## src/sac_pkg.sv

```systemverilog
`default_nettype none
package sac_pkg;
    // Register indices on the control port
    localparam logic [7:0] SAC_REG_CLKDIR = 8'h09;  // Direction and polarity
    localparam logic [7:0] SAC_REG_DIVRST = 8'h0C;  // Divider run controls
    // Field positions in the direction/polarity register
    localparam int SAC_BIT_INVERT = 5;
    localparam int SAC_BIT_BOUT = 4;
    localparam int SAC_BIT_FOUT = 0;
    // Field positions in the divider run register
    localparam int SAC_BIT_BRUN = 1;
    localparam int SAC_BIT_FRUN = 0;
    // Reset values of the control bits
    localparam logic SAC_RST_INVERT = 1'b0;
    localparam logic SAC_RST_BOUT = 1'b0;
    localparam logic SAC_RST_FOUT = 1'b0;
    localparam logic SAC_RST_BRUN = 1'b0;
    localparam logic SAC_RST_FRUN = 1'b1;
    // Widths of the divider factors and of one captured word
    localparam int SAC_BDIV_W = 8;
    localparam int SAC_FDIV_W = 9;
    localparam int SAC_SAMPLE_W = 32;
    localparam int SAC_FIFO_DEPTH = 16;
    // One captured word and the frame half it came from
    typedef struct packed {
        logic right;                    // Frame clock level during the word
        logic [SAC_SAMPLE_W-1:0] data;  // Bits in arrival order, last in LSB
    } sac_sample_s;
    localparam int SAC_WORD_W = SAC_SAMPLE_W + 1;
endpackage
`default_nettype wire

```

## src/sac_fifo.sv

```systemverilog
`default_nettype none
module sac_fifo #(
    parameter int W = 8,       // Word width
    parameter int DEPTH = 16   // Number of words
) (
    input wire logic clk_i,          // Clock
    input wire logic rst_ni,         // Synchronised reset, active low
    input wire logic [W-1:0] in_data_i,  // Word to store
    input wire logic in_valid_i,     // Store request
    output logic in_ready_o,         // Room for a word
    output logic [W-1:0] out_data_o, // Oldest word
    output logic out_valid_o,        // A word is waiting
    input wire logic out_ready_i     // Drain side takes the word
);
    localparam int AW = $clog2(DEPTH);
    typedef struct packed {
        logic [DEPTH-1:0][W-1:0] mem;  // Storage
        logic [AW-1:0] wp;             // Write index
        logic [AW-1:0] rp;             // Read index
        logic [AW:0] cnt;              // Words held
    } sac_fifo_s;
    sac_fifo_s q, d;
    logic push, pop;

    // Full and empty come from the count, so they never lie
    assign in_ready_o = (q.cnt != (AW+1)'(DEPTH));
    assign out_valid_o = (q.cnt != '0);
    assign out_data_o = q.mem[q.rp];
    assign push = in_valid_i && in_ready_o;
    assign pop = out_valid_o && out_ready_i;

    // Next state
    always_comb begin
        d = q;
        if (push) begin
            d.mem[q.wp] = in_data_i;
            d.wp = (q.wp == AW'(DEPTH-1)) ? '0 : q.wp + 1'b1;
        end
        if (pop) begin
            d.rp = (q.rp == AW'(DEPTH-1)) ? '0 : q.rp + 1'b1;
        end
        if (push && !pop) begin
            d.cnt = q.cnt + 1'b1;
        end else if (pop && !push) begin
            d.cnt = q.cnt - 1'b1;
        end
    end

    // State register
    always_ff @(posedge clk_i or negedge rst_ni) begin
        if (!rst_ni) begin
            q <= '0;
        end else begin
            q <= d;
        end
    end
endmodule
`default_nettype wire

```

## src/sac_top.sv

```systemverilog
// How it works
// - Normal polarity: transitions on bit clock falling
// - Inverted polarity: transitions on bit clock rising
// - Bit clock pin driven only when enabled
// - Frame clock pin driven only when enabled
// - Bit clock is master clock divided
// - Frame clock is bit clock divided
// - Bit divider held until run set
// - Frame divider runs unless run cleared
`default_nettype none
module sac_top (
    input wire logic mclk_i,                               // Master clock, 250 MHz
    input wire logic rstn_i,                               // Async reset, active low
    input wire logic [7:0] reg_addr_i,                     // Register index
    input wire logic [7:0] reg_wdata_i,                    // Write data
    input wire logic reg_wr_i,                             // Write strobe
    input wire logic reg_rd_i,                             // Read strobe
    output logic [7:0] reg_rdata_o,                        // Read data, a cycle after strobe
    input wire logic [sac_pkg::SAC_BDIV_W-1:0] bdiv_i,     // Master clocks per bit clock
    input wire logic [sac_pkg::SAC_FDIV_W-1:0] fdiv_i,     // Bit clocks per frame
    input wire logic bitclk_i,                             // Bit clock pin in
    output logic bitclk_o,                                 // Bit clock pin out
    output logic bitclk_oe_o,                              // Bit clock drive enable
    input wire logic frameclk_i,                           // Frame clock pin in
    output logic frameclk_o,                               // Frame clock pin out
    output logic frameclk_oe_o,                            // Frame clock drive enable
    input wire logic sdin_i,                               // Serial data pin
    output sac_pkg::sac_sample_s sample_o,                 // Oldest captured word
    output logic sample_valid_o,                           // Word waiting
    input wire logic sample_ready_i,                       // Consumer takes word
    output logic overrun_o                                 // Word lost, sticky until reset
);
    import sac_pkg::*;

    typedef struct packed {
        logic [2:0] bsync;               // Bit clock pin: two sync stages and history
        logic [2:0] fsync;               // Frame clock pin: same
        logic [1:0] dsync;               // Data pin sync stages
        logic invert;                    // bitclk_invert
        logic bout;                      // bitclk_out_en
        logic fout;                      // frameclk_out_en
        logic brun;                      // bitclk_div_run
        logic frun;                      // frameclk_div_run
        logic [SAC_BDIV_W-1:0] bcnt;     // Master clock count in half period
        logic bgen;                      // Generated bit clock, uninverted
        logic [SAC_FDIV_W-1:0] fcnt;     // Bit clock count in half frame
        logic fgen;                      // Generated frame clock
        logic lastf;                     // Frame level at last sample
        logic [SAC_SAMPLE_W-1:0] shreg;  // Word being assembled
        logic pend_v;                    // Finished word waiting for the FIFO
        sac_sample_s pend;               // That word
        logic overrun;                   // A word was dropped
        logic [7:0] rdata;               // Read data register
    } sac_state_s;

    sac_state_s q, d;
    logic [1:0] rst_sync;
    logic rst_n;
    logic [SAC_BDIV_W-1:0] bhalf;
    logic [SAC_FDIV_W-1:0] fhalf;
    logic btog, bfall, brise, samp, flev;
    logic fifo_ready;
    logic [SAC_WORD_W-1:0] fifo_out;

    // Reset release through two flops, assertion stays asynchronous
    always_ff @(posedge mclk_i or negedge rstn_i) begin
        if (!rstn_i) begin
            rst_sync <= 2'h0;
        end else begin
            rst_sync <= {rst_sync[0], 1'b1};
        end
    end
    assign rst_n = rst_sync[1];

    // Half periods; odd factors round down, so keep factors even
    assign bhalf = bdiv_i >> 1;
    assign fhalf = fdiv_i >> 1;
    // Divider toggles the bit clock when the half period ends
    assign btog = q.brun && (q.bcnt >= bhalf - 1'b1);
    assign bfall = btog && q.bgen;                          // Transition edge enable
    assign brise = btog && !q.bgen;                         // Sample edge enable
    // Sample on the edge opposite to the transitions
    always_comb begin
        if (q.bout) begin
            samp = brise;
        end else if (q.invert) begin
            samp = !q.bsync[1] && q.bsync[2];
        end else begin
            samp = q.bsync[1] && !q.bsync[2];
        end
        flev = q.fout ? q.fgen : q.fsync[1];
    end

    // Next state of the whole block
    always_comb begin
        d = q;
        d.bsync = {q.bsync[1:0], bitclk_i};
        d.fsync = {q.fsync[1:0], frameclk_i};
        d.dsync = {q.dsync[0], sdin_i};
        // Register writes
        if (reg_wr_i && reg_addr_i == SAC_REG_CLKDIR) begin
            d.invert = reg_wdata_i[SAC_BIT_INVERT];
            d.bout = reg_wdata_i[SAC_BIT_BOUT];
            d.fout = reg_wdata_i[SAC_BIT_FOUT];
        end
        if (reg_wr_i && reg_addr_i == SAC_REG_DIVRST) begin
            d.brun = reg_wdata_i[SAC_BIT_BRUN];
            d.frun = reg_wdata_i[SAC_BIT_FRUN];
        end
        // Register reads; reserved bits and unmapped indices read zero
        if (reg_rd_i) begin
            d.rdata = 8'h00;
            if (reg_addr_i == SAC_REG_CLKDIR) begin
                d.rdata[SAC_BIT_INVERT] = q.invert;
                d.rdata[SAC_BIT_BOUT] = q.bout;
                d.rdata[SAC_BIT_FOUT] = q.fout;
            end else if (reg_addr_i == SAC_REG_DIVRST) begin
                d.rdata[SAC_BIT_BRUN] = q.brun;
                d.rdata[SAC_BIT_FRUN] = q.frun;
            end
        end
        // Bit clock divider
        if (!q.brun) begin
            d.bcnt = '0;
            d.bgen = 1'b0;
        end else if (btog) begin
            d.bcnt = '0;
            d.bgen = !q.bgen;
        end else begin
            d.bcnt = q.bcnt + 1'b1;
        end
        // Frame clock divider, stepped on bit clock transition edges
        if (!q.frun) begin
            d.fcnt = '0;
            d.fgen = 1'b0;
        end else if (bfall) begin
            if (q.fcnt >= fhalf - 1'b1) begin
                d.fcnt = '0;
                d.fgen = !q.fgen;
            end else begin
                d.fcnt = q.fcnt + 1'b1;
            end
        end
        // Hand the pending word to the FIFO when it has room
        if (q.pend_v && fifo_ready) begin
            d.pend_v = 1'b0;
        end
        // Capture; a frame level change closes the word
        if (samp) begin
            d.lastf = flev;
            if (flev != q.lastf) begin
                d.shreg = {{(SAC_SAMPLE_W-1){1'b0}}, q.dsync[1]};
                if (d.pend_v) begin
                    d.overrun = 1'b1;                         // Stalled FIFO, word lost
                end else begin
                    d.pend_v = 1'b1;
                    d.pend.right = q.lastf;
                    d.pend.data = q.shreg;
                end
            end else begin
                d.shreg = {q.shreg[SAC_SAMPLE_W-2:0], q.dsync[1]};
            end
        end
    end

    // State register
    always_ff @(posedge mclk_i or negedge rst_n) begin
        if (!rst_n) begin
            q <= '0;
            q.invert <= SAC_RST_INVERT;
            q.bout <= SAC_RST_BOUT;
            q.fout <= SAC_RST_FOUT;
            q.brun <= SAC_RST_BRUN;
            q.frun <= SAC_RST_FRUN;
        end else begin
            q <= d;
        end
    end

    // Pins: inverted mode moves transitions to the pin's rising edge
    assign bitclk_o = q.bgen ^ q.invert;
    assign bitclk_oe_o = q.bout;
    assign frameclk_o = q.fgen;
    assign frameclk_oe_o = q.fout;
    assign reg_rdata_o = q.rdata;
    assign overrun_o = q.overrun;
    assign sample_o = sac_sample_s'(fifo_out);

    // Word buffer; a slow consumer stalls the pending word
    sac_fifo #(
        .W(SAC_WORD_W),
        .DEPTH(SAC_FIFO_DEPTH)
    ) u_fifo (
        .clk_i(mclk_i),
        .rst_ni(rst_n),
        .in_data_i(q.pend),
        .in_valid_i(q.pend_v),
        .in_ready_o(fifo_ready),
        .out_data_o(fifo_out),
        .out_valid_o(sample_valid_o),
        .out_ready_i(sample_ready_i)
    );
endmodule
`default_nettype wire

```

## config.mk

```make
export PLATFORM = sky130hd
export DESIGN_NAME = sac_top
export DESIGN_NICKNAME = d
export VERILOG_FILES = /design/src/sac_pkg.sv /design/src/sac_fifo.sv /design/src/sac_top.sv
export SDC_FILE = /design/constraint.sdc
export NUM_CORES = 1
export LEC_CHECK = 0
export ABC_AREA = 1
export BUFFER_PORTS_ARGS = -buffer_cell sky130_fd_sc_hd__buf_4
export CAP_MARGIN = 15
export CORE_UTILIZATION = 60
export CTS_BUF_LIST = sky130_fd_sc_hd__clkbuf_16
export DETAILED_ROUTE_END_ITERATION = 6
export GPL_ROUTABILITY_DRIVEN = 0
export PLACE_DENSITY = 0.73
export SYNTH_ARGS = -nofsm -noshare
export SYNTH_HDL_FRONTEND = slang
export SYNTH_HIERARCHICAL = 1
export SYNTH_SLANG_ARGS = --single-unit
export TNS_END_PERCENT = 20
```

## constraint.sdc

```tcl
create_clock -name mclk_i -period 22.4 [get_ports mclk_i]
set_input_delay 2.24 -clock mclk_i [delete_from_list [all_inputs] [get_ports mclk_i]]
set_output_delay 2.24 -clock mclk_i [all_outputs]
set_load 0.01 [all_outputs]
```

## Word level (Yosys, flattened, before mapping)

Cells that the tools add are included.

- Register bits: 646
- Input bits: 41

- Equal/unequal tests: 9
- Reduce and logical (&&, ||, !) cells: 23
- Order comparisons: 5
- Mux-type cells: 29
- $add $sub $neg: 8
- Bitwise gates (word level): 2

Operators with widths:

| operator | count |
|---|---|
| bitwise mux 528 bit | 1 |
| binary-select mux 33 bit (select 4 bit) | 1 |
| demux 33 bit (select 4 bit) | 1 |
| 2-to-1 mux 33 bit | 3 |
| 2-to-1 mux 35 bit | 2 |
| 2-to-1 mux 32 bit | 1 |
| 2-to-1 mux 10 bit | 2 |
| 2-to-1 mux 9 bit | 2 |
| == test 8 x 4 -> 1 bit, second input constant | 2 |
| logical AND 1 bit | 12 |
| less-than comparator 4 x 5 -> 1 bit, second input constant | 2 |
| 2-to-1 mux 5 bit | 2 |
| adder 9 x 1 -> 9 bit, second input constant | 1 |
| >= comparator 9 bit | 1 |
| 2-to-1 mux 1 bit | 9 |
| subtractor 8 x 1 -> 9 bit, second input constant | 1 |
| adder 4 x 1 -> 4 bit, second input constant | 2 |
| adder 8 x 1 -> 8 bit, second input constant | 1 |
| == test 4 bit, second input constant | 2 |
| >= comparator 8 bit | 1 |
| 2-to-1 mux 4 bit | 2 |
| 2-to-1 mux 8 bit | 1 |
| subtractor 7 x 1 -> 8 bit, second input constant | 1 |
| zero test 1 bit | 6 |
| other kinds (13) | 17 |

## Longest topological paths before layout

Gate-level depths: netlist (run 1).

- Depth in word-level cells: 6
- Gate-level depth with buffers: 17
- Mapped depth without buffers: 16

## Modules after synthesis

Netlist (run 1), hierarchy kept.

Modules (own cells, without submodules):

| module | area an instance (um^2) | seq. area each (um^2) | times used | cells each |
|---|---|---|---|---|
| sac_fifo | 28975.3 | 13538.0 | 1 | 4064 |
| sac_top | 5122.4 | 2628.8 | 1 | 579 |

## Worst setup path before layout (run 1)

OpenSTA, ideal clock, no wires.

- Path kind: input to register
- Start point: input port bdiv_i[1] in the netlist's numbering
- End point: register q[11] (netlist name)
- Setup time: 118 ps
- Stages: 17
- Setup slack: 18117 ps
- Required time: 22282 ps
- Arrival time: 4165 ps
- Path through: inv_1 > ha_1 > nand2_1 > nor3_1 > xor2_1 > inv_1 > ha_1 > nand2_1 > nor2_1 > nor2_4 > nand3_4 > nand3_2 > nand2_4 > nand3_4 > buf_2 > nand2_1 > nand2_1

RTL lines:

| item | RTL line | RTL |
|---|---|---|
| start: declaration | sac_top.sv:19 | `input wire logic [sac_pkg::SAC_BDIV_W-1:0] bdiv_i,` |

==> results.ini, run 1 <==
[timing]
setup_tns_ns = 0
fmax_mhz = 147
hold-worst-slack_ns = 0.350
postLayoutSetupSlackWorst_ns = 15.60
tightest_slew_ns = 1.15
skew_ns = 0.0279
rsz0062_at_grt = no
hold_violations = 0
drv_slew = 0
finalCritPeriodShare = 0.303
maxSlewHeadroom = 0.234
setup_viol = 0
min_period_ns = 6.80

[outcome]
run_status = complete, no violations

[clock_tree]
clkTransAtPathRegs_ns = 0.06
root_buffer = clkbuf_16
clk_latency_ns = 0.63
cts_made_buffers = 74
post_cts_resized = 0
cts_setup_buffers = 0
cts_buffer_depth = 3
clock_sinks = 646
cts_hold_buf = 0
h-tree-depth = 3
cts_tree = done

[floorplanning]
rows = 87
die_w_um = 240
ios = 88
initial_core_util = 0.606
dieArea_um2 = 57800
die_h_um = 240
core_um2 = 56300

[power_and_ir_drop]
seq_power_share = 0.396
power_density_nw_per_um2 = 134
combPwrFrac = 0.374
power_switching_mw = 2.13
p_clk_frac = 0.230
ir_drop_uv = 113
power.internal_mw = 2.77
power_mw = 4.90
leakagePower_nw = 19.4
p_sw_frac = 0.434

[cells_and_area]
area_growth_pct = 7.10
fin_nets = 4516
mostFrequentLayoutCell = nand2_1
final_util = 0.649
fillers = 5015
seqCellArea_um2 = 16200
fin_cells = 5254
antenna_cells = 0
drive_gt1_frac = 0.0687
final_area_um2 = 36500
multi_input_area_um2 = 15100
final_cell_mix = nand2_1 (2,077), dfrtp_1 (640), nand4_1 (569)

[setup_path]
crit_arrival_ns = 4.56
r2r_end = u_fifo/q[286]$_DFFE_PN0P_
cp-start-kind = flip-flop
worstPathMaxFanout = 81
required_ns = 20.16
end_kind = output pin
worst_r2r_path_depth = 4
rrSetupSlack_ns = 17.94
criticalPathCategory = flip-flop to output pin
reg2reg_from = rst_sync[1]$_DFF_PN0_

[placement]
hpwl_um = 54000
port_buffers = 77
dp_cells = 5123
pre_cts_slack_ns = 16.35
place_area_um2 = 34300

[yosys]
synth_edf_count = 0
synthFlopType = dfrtp_1
yosys_warnings = 6
yosys.cell_types.count = 44
synth-seq-area-share = 0.474
postSynthCellCount = 4643
postSynth.asyncResetShare = 1.00
syn_area_um2 = 34100
synth_seq_cells = 646
syn_area_per_cell_um2 = 7.34

[worst_hold_path]
hold_end = rst_sync[1]$_DFF_PN0_
min_path_cells = 0
hp-start = rst_sync[0]$_DFF_PN0_
worstHoldPathType = flip-flop to flip-flop

[detailed_routing]
drc = 0
first_iter_violations = 3936
drtAntennaViolNets = 0
totalWireLength_um = 105000
wire_per_inst_um = 20.0
first_pass_iters = 6
via_per_inst = 5.91
vias = 31000

[global_routing]
grt_max_degree = 209
grt-ovfl-total = 0
grt_first_pass_wirelength_um = 164000
grt_antenna_before_repair = 1
grt_pass1_vias = 28800
track_usage = 0.368

[job]
maxCapViolCount = 0

Yosys cell counts (6+ instances only):
cell type  instances  area, um^2
nor3_1             6        30.0
buf_4             16         120
a21oi_2           10        87.6
inv_1            248         931
nand3_1          229        1150
ha_1              30         375
nor2_1           269        1010
xor2_1            11        96.3
buf_2            223        1120
xnor2_1           13         114
nand2_1         2077        7800
clkbuf_1         157         589
dfrtp_1          645       16100
nor2_4             9         101
a21oi_1           30         150
o21ai_0           15        75.1
nand3_2           15         150
nand4_1          569        3560
nor2_2             9        56.3
buf_1             17        63.8
cell families (layout without fill, tap and decap cells):
kind of cell               count (synthesis)  in the layout  share of synthesized area
AOI/OAI and AO/OA                         63             63                     0.0109
xor gates and xnor gates                  25             25                    0.00664
adders and majority gates                 31             31                     0.0116
buffers and inverters                    672            524                     0.0846
DFF                                      646            646                      0.474
muxes                                      3              3                   0.000991
other                                      2              5                   0.000220
and+or+nand+nor                         3201           3201                      0.411
power by group through the flow:
stage	Clock, mW	Sequential (mW)	Combinational (mW)
4_1_cts	1.13	1.93	1.80
2_1_floorplan	0	1.78	1.35
3_5_place_dp	0	1.94	1.80
6_report	1.12	1.94	1.83
5_1_grt	1.18	1.99	2.03
3_3_place_gp	0	1.93	1.76
state kept, by name, summed over array words and instances (netlist names):
signal / count
overrun_o: 1
u_fifo/q: 541
d: 5
frameclk_oe_o: 1
reg_rdata_o: 4
rst_sync: 2
q: 90
frameclk_o: 1
bitclk_oe_o: 1
worst max-delay path, cell delays in order, from the launching register on:
cell	delay, ns
dfrtp_4	0.73
inv_6	0.65
buf_4	0.71
buf_4	0.81
nand2_1	0.12
nand3_1	0.12
nand2_1	0.06
nor2_1	0.12
nand2_1	0.07
nand2_1	0.25
buf_4	0.19
how the worst max path moves through the flow:
stage	endpoint	slack, ns	start	cells past startpoint
2_1_floorplan	bitclk_oe_o$_DFFE_PN0P_	3.06	rst_sync[1]$_DFF_PN0_	0
3_3_place_gp	sample_o[22]	16.36	u_fifo/q[5]$_DFFE_PN0P_	10
3_5_place_dp	sample_o[30]	16.35	u_fifo/q[5]$_DFFE_PN0P_	10
4_1_cts	sample_o[22]	15.68	u_fifo/q[5]$_DFFE_PN0P_	10
5_1_grt	sample_o[22]	15.45	u_fifo/q[5]$_DFFE_PN0P_	10
6_report	sample_o[22]	15.60	u_fifo/q[5]$_DFFE_PN0P_	10
cell type report:
class,instances,share of cell area
Clock buffer,77,0.0528
Clock inverter,53,0.00771
Inverter,256,0.0265
Multi-Input combinational cell,3328,0.414
Sequential cell,646,0.443
Tap cell,756,0.0259
Timing Repair Buffer,138,0.0301
layer usage:
| metal | track usage | vias to the layer above | part of all wire |
|---|---|---|---|
| met1 | 0.499 | 14800 | 0.41 |
| met4 | 0.161 | 2 | 0.042 |
| met2 | 0.585 | 1463 | 0.46 |
| li1 | - | 14500 | - |
| met3 | 0.0592 | 292 | 0.093 |
| met5 | 0 | - | 0.000095 |
Power figures use the tool's default switching activity.
==> run 2: changes to the inputs <==
Settings changed: ABC_AREA 1 to 0.
Clock period 22.4 ns to 6.77 ns, I/O delays scaled along.
==> results.ini, run 2 <==
[cells_and_area]
final_area_um2 = 34200  ; -6.3%
mostFrequentLayoutCell = dfrtp_1
fin_nets = 2183  ; -52%
fillers = 3652  ; -27%
final_cell_mix = dfrtp_1 (640), mux2_4 (340), mux2_2 (222)
drive_gt1_frac = 0.398  ; +0.330
top_register = u_fifo/q
antenna_cells = 0  ; unchanged
largest_register_ffs = 541  ; unchanged
area_growth_pct = 9.01

[setup_path]
path_depth = 7  ; -3
required_ns = 6.09  ; -14.07 ns
end_kind = output pin
cp_slowest_cell = nor2b_4
worst_r2r_path_depth = 6  ; +2
worstPathMaxFanout = 38  ; -53%
path_cells = buf_4 -> nor2b_4 -> buf_4 -> a221oi_1 -> a22oi_1 -> nand2_1 -> buf_4
crit_family = buffers and inverters
criticalPathCategory = flip-flop to output pin
cpPeakStageDelay_ns = 1.02  ; +0.21 ns
cp_common_cell = buf_4
crit_arrival_ns = 3.88  ; -0.68 ns
crit_buf_inv = 3  ; -1
cp-start-kind = flip-flop

[detailed_routing]
drc = 0  ; unchanged
first_iter_violations = 1161  ; -71%
vias = 17500  ; -44%
wire_per_inst_um = 23.9  ; +19%
via_per_inst = 6.15  ; +4.2%
drtAntennaViolNets = 0  ; unchanged
totalWireLength_um = 68000  ; -35%
first_pass_iters = 5  ; -1

[floorplanning]
rows = 83  ; -4.6%
initial_core_util = 0.609  ; +0.00352
ios = 88  ; unchanged
dieArea_um2 = 53200  ; -7.9%
core_um2 = 51500  ; -8.5%
die_w_um = 231  ; -4.0%
die_h_um = 231  ; -4.0%

[timing]
setup_viol = 0  ; unchanged
rsz0062_at_grt = no
tightest_slew_ns = 1.12  ; -0.0257 ns
postLayoutSetupSlackWorst_ns = 2.21  ; -13.39 ns
skew_ns = 0.0183  ; -0.00956 ns
min_period_ns = 4.56
drv_slew = 0  ; unchanged
setup_tns_ns = 0  ; unchanged
hold-worst-slack_ns = 0.187  ; -0.162 ns
finalCritPeriodShare = 0.673
fmax_mhz = 219
hold_violations = 0  ; unchanged
maxSlewHeadroom = 0.252  ; +0.0180

[yosys]
postSynth.asyncResetShare = 1.00  ; unchanged
synthFlopType = dfrtp_1
syn_area_um2 = 31400  ; -7.9%
synth.area.top_cells = dfrtp_1 (51%), mux2_4 (16%), mux2_2 (8.0%)
synth_area_leader_cell = dfrtp_1
yosys.cell_types.count = 61  ; +39%
yosys.area.top_type_share = 0.514  ; +0.0408
post-synth-top-count-cell = dfrtp_1
synthTopCellsByCount = dfrtp_1 (645), mux2_4 (340), mux2_2 (222)
postSynthCellCount = 2102  ; -55%
syn_area_per_cell_um2 = 14.9  ; +100%
synth_seq_cells = 646  ; unchanged
synth-seq-area-share = 0.515  ; +0.0409
yosys_warnings = 6  ; unchanged
synth_edf_count = 0  ; unchanged

[worst_hold_path]
min_path_cells = 1  ; +1
worstHoldPathType = input port to flip-flop

[global_routing]
grt_max_degree = 168  ; -20%
grt_antenna_before_repair = 0  ; -1
grt_pass1_vias = 18600  ; -35%
track_usage = 0.264  ; -0.104
grt-ovfl-total = 0  ; unchanged
grt_first_pass_wirelength_um = 108000  ; -34%

[clock_tree]
cts_setup_buffers = 0  ; unchanged
clock_sinks = 646  ; unchanged
cts_buffer_depth = 3  ; unchanged
root_buffer = clkbuf_16
clkTransAtPathRegs_ns = 0.06  ; about the same
cts_tree = done
post_cts_resized = 0  ; unchanged
clk_latency_ns = 0.61  ; -0.02 ns
cts_made_buffers = 69  ; -6.8%
h-tree-depth = 3  ; unchanged

[placement]
pre_cts_slack_ns = 2.90  ; -13.45 ns
hpwl_um = 35800  ; -34%
port_buffers = 77  ; unchanged
place_area_um2 = 32000  ; -6.6%

[power_and_ir_drop]
power_density_nw_per_um2 = 353  ; +160%
leakagePower_nw = 17.5  ; -10%
ir_drop_uv = 246  ; +120%

[job]
maxCapViolCount = 0  ; unchanged

[outcome]
run_status = complete, no violations

-- run 2: where the power goes --
| group | switching (mW) | total [mW] | internal, mW | leakage [nW] |
|---|---|---|---|---|
| combinational | 1.74 | 3.48 | 1.74 | 7.46 |
| clock | 1.55 | 3.65 | 2.10 | 1.11 |
| sequential | 0.515 | 4.94 | 4.43 | 8.88 |
| total | 3.81 | 12.1 | 8.26 | 17.5 |
-- run 2: cells by family (layout without fill, tap and decap cells) --
group | Yosys count | in the layout | synth area share
XOR/XNOR | 26 | 26 | 0.00725
adder cells (fa/ha/maj) | 31 | 31 | 0.0126
flip-flops | 646 | 646 | 0.515
multiplexers | 802 | 802 | 0.345
buffers and inverters | 215 | 276 | 0.0396
AND/OR/NAND/NOR | 194 | 194 | 0.0350
other | 2 | 5 | 0.000239
AO/OA/AOI/OAI | 186 | 186 | 0.0449
-- run 2: layout make-up --
type	count	area, um^2	area share
multi-input cells	1244	14000	0.410
clock buffers	71	1780	0.0519
well taps	680	851	0.0249
clock inverters	55	394	0.0115
flip-flops and latches	646	16200	0.473
inverters	50	188	0.00548
repair buffers	100	816	0.0238
-- run 2: worst register-to-register path: cells and delay by family (launching register included) --
| family | cells | cell delay (ns) |
|---|---|---|
| simple gates | 1 | 0.91 |
| compound gates | 3 | 0.47 |
| buf+inv | 2 | 1.17 |
| flops | 1 | 0.35 |
-- run 2: what timing repair did --
item	CTS	global route
setup endpoints to repair	0	0
hold buffers	1	0
endpoints found under the hold margin	2	0
-- run 2: per-layer routing --
layer	up-vias	global-route usage	routed length (um)
met2	348	0.410	32200
met5	-	0	0
li1	7688	-	-
met3	111	0.0392	2710
met1	9364	0.386	31600
met4	0	0.0782	1610
-- run 2: final timing paths --
kind / start / to / slack, ns
max: u_fifo/q[7]$_DFFE_PN0P_ / sample_o[19] / 2.21
min: bitclk_i / d[106]$_DFF_PN0_ / 0.19
min reg2reg: d[101]$_DFF_PN0_ / q[101]$_DFF_PN0_ / 0.35
max reg2reg: u_fifo/q[7]$_DFFE_PN0P_ / u_fifo/q[8]$_DFFE_PN0P_ / 3.73
min in group asynchronous: rstn_i / rst_sync[1]$_DFF_PN0_ / 0.40
max in group asynchronous: rst_sync[1]$_DFF_PN0_ / u_fifo/q[185]$_DFFE_PN0P_ / 4.83
-- run 2: through the flow --
stage / cells / util / power [mW]
finish: 2846 / 0.664 / 12.1
global placement: 2719 / 0.622 / 8.37
floorplan: 2105 / - / 7.39
global route: 2846 / 0.664 / 12.6
CTS: 2846 / 0.664 / 12.2
detailed placement: 2719 / 0.622 / 8.48
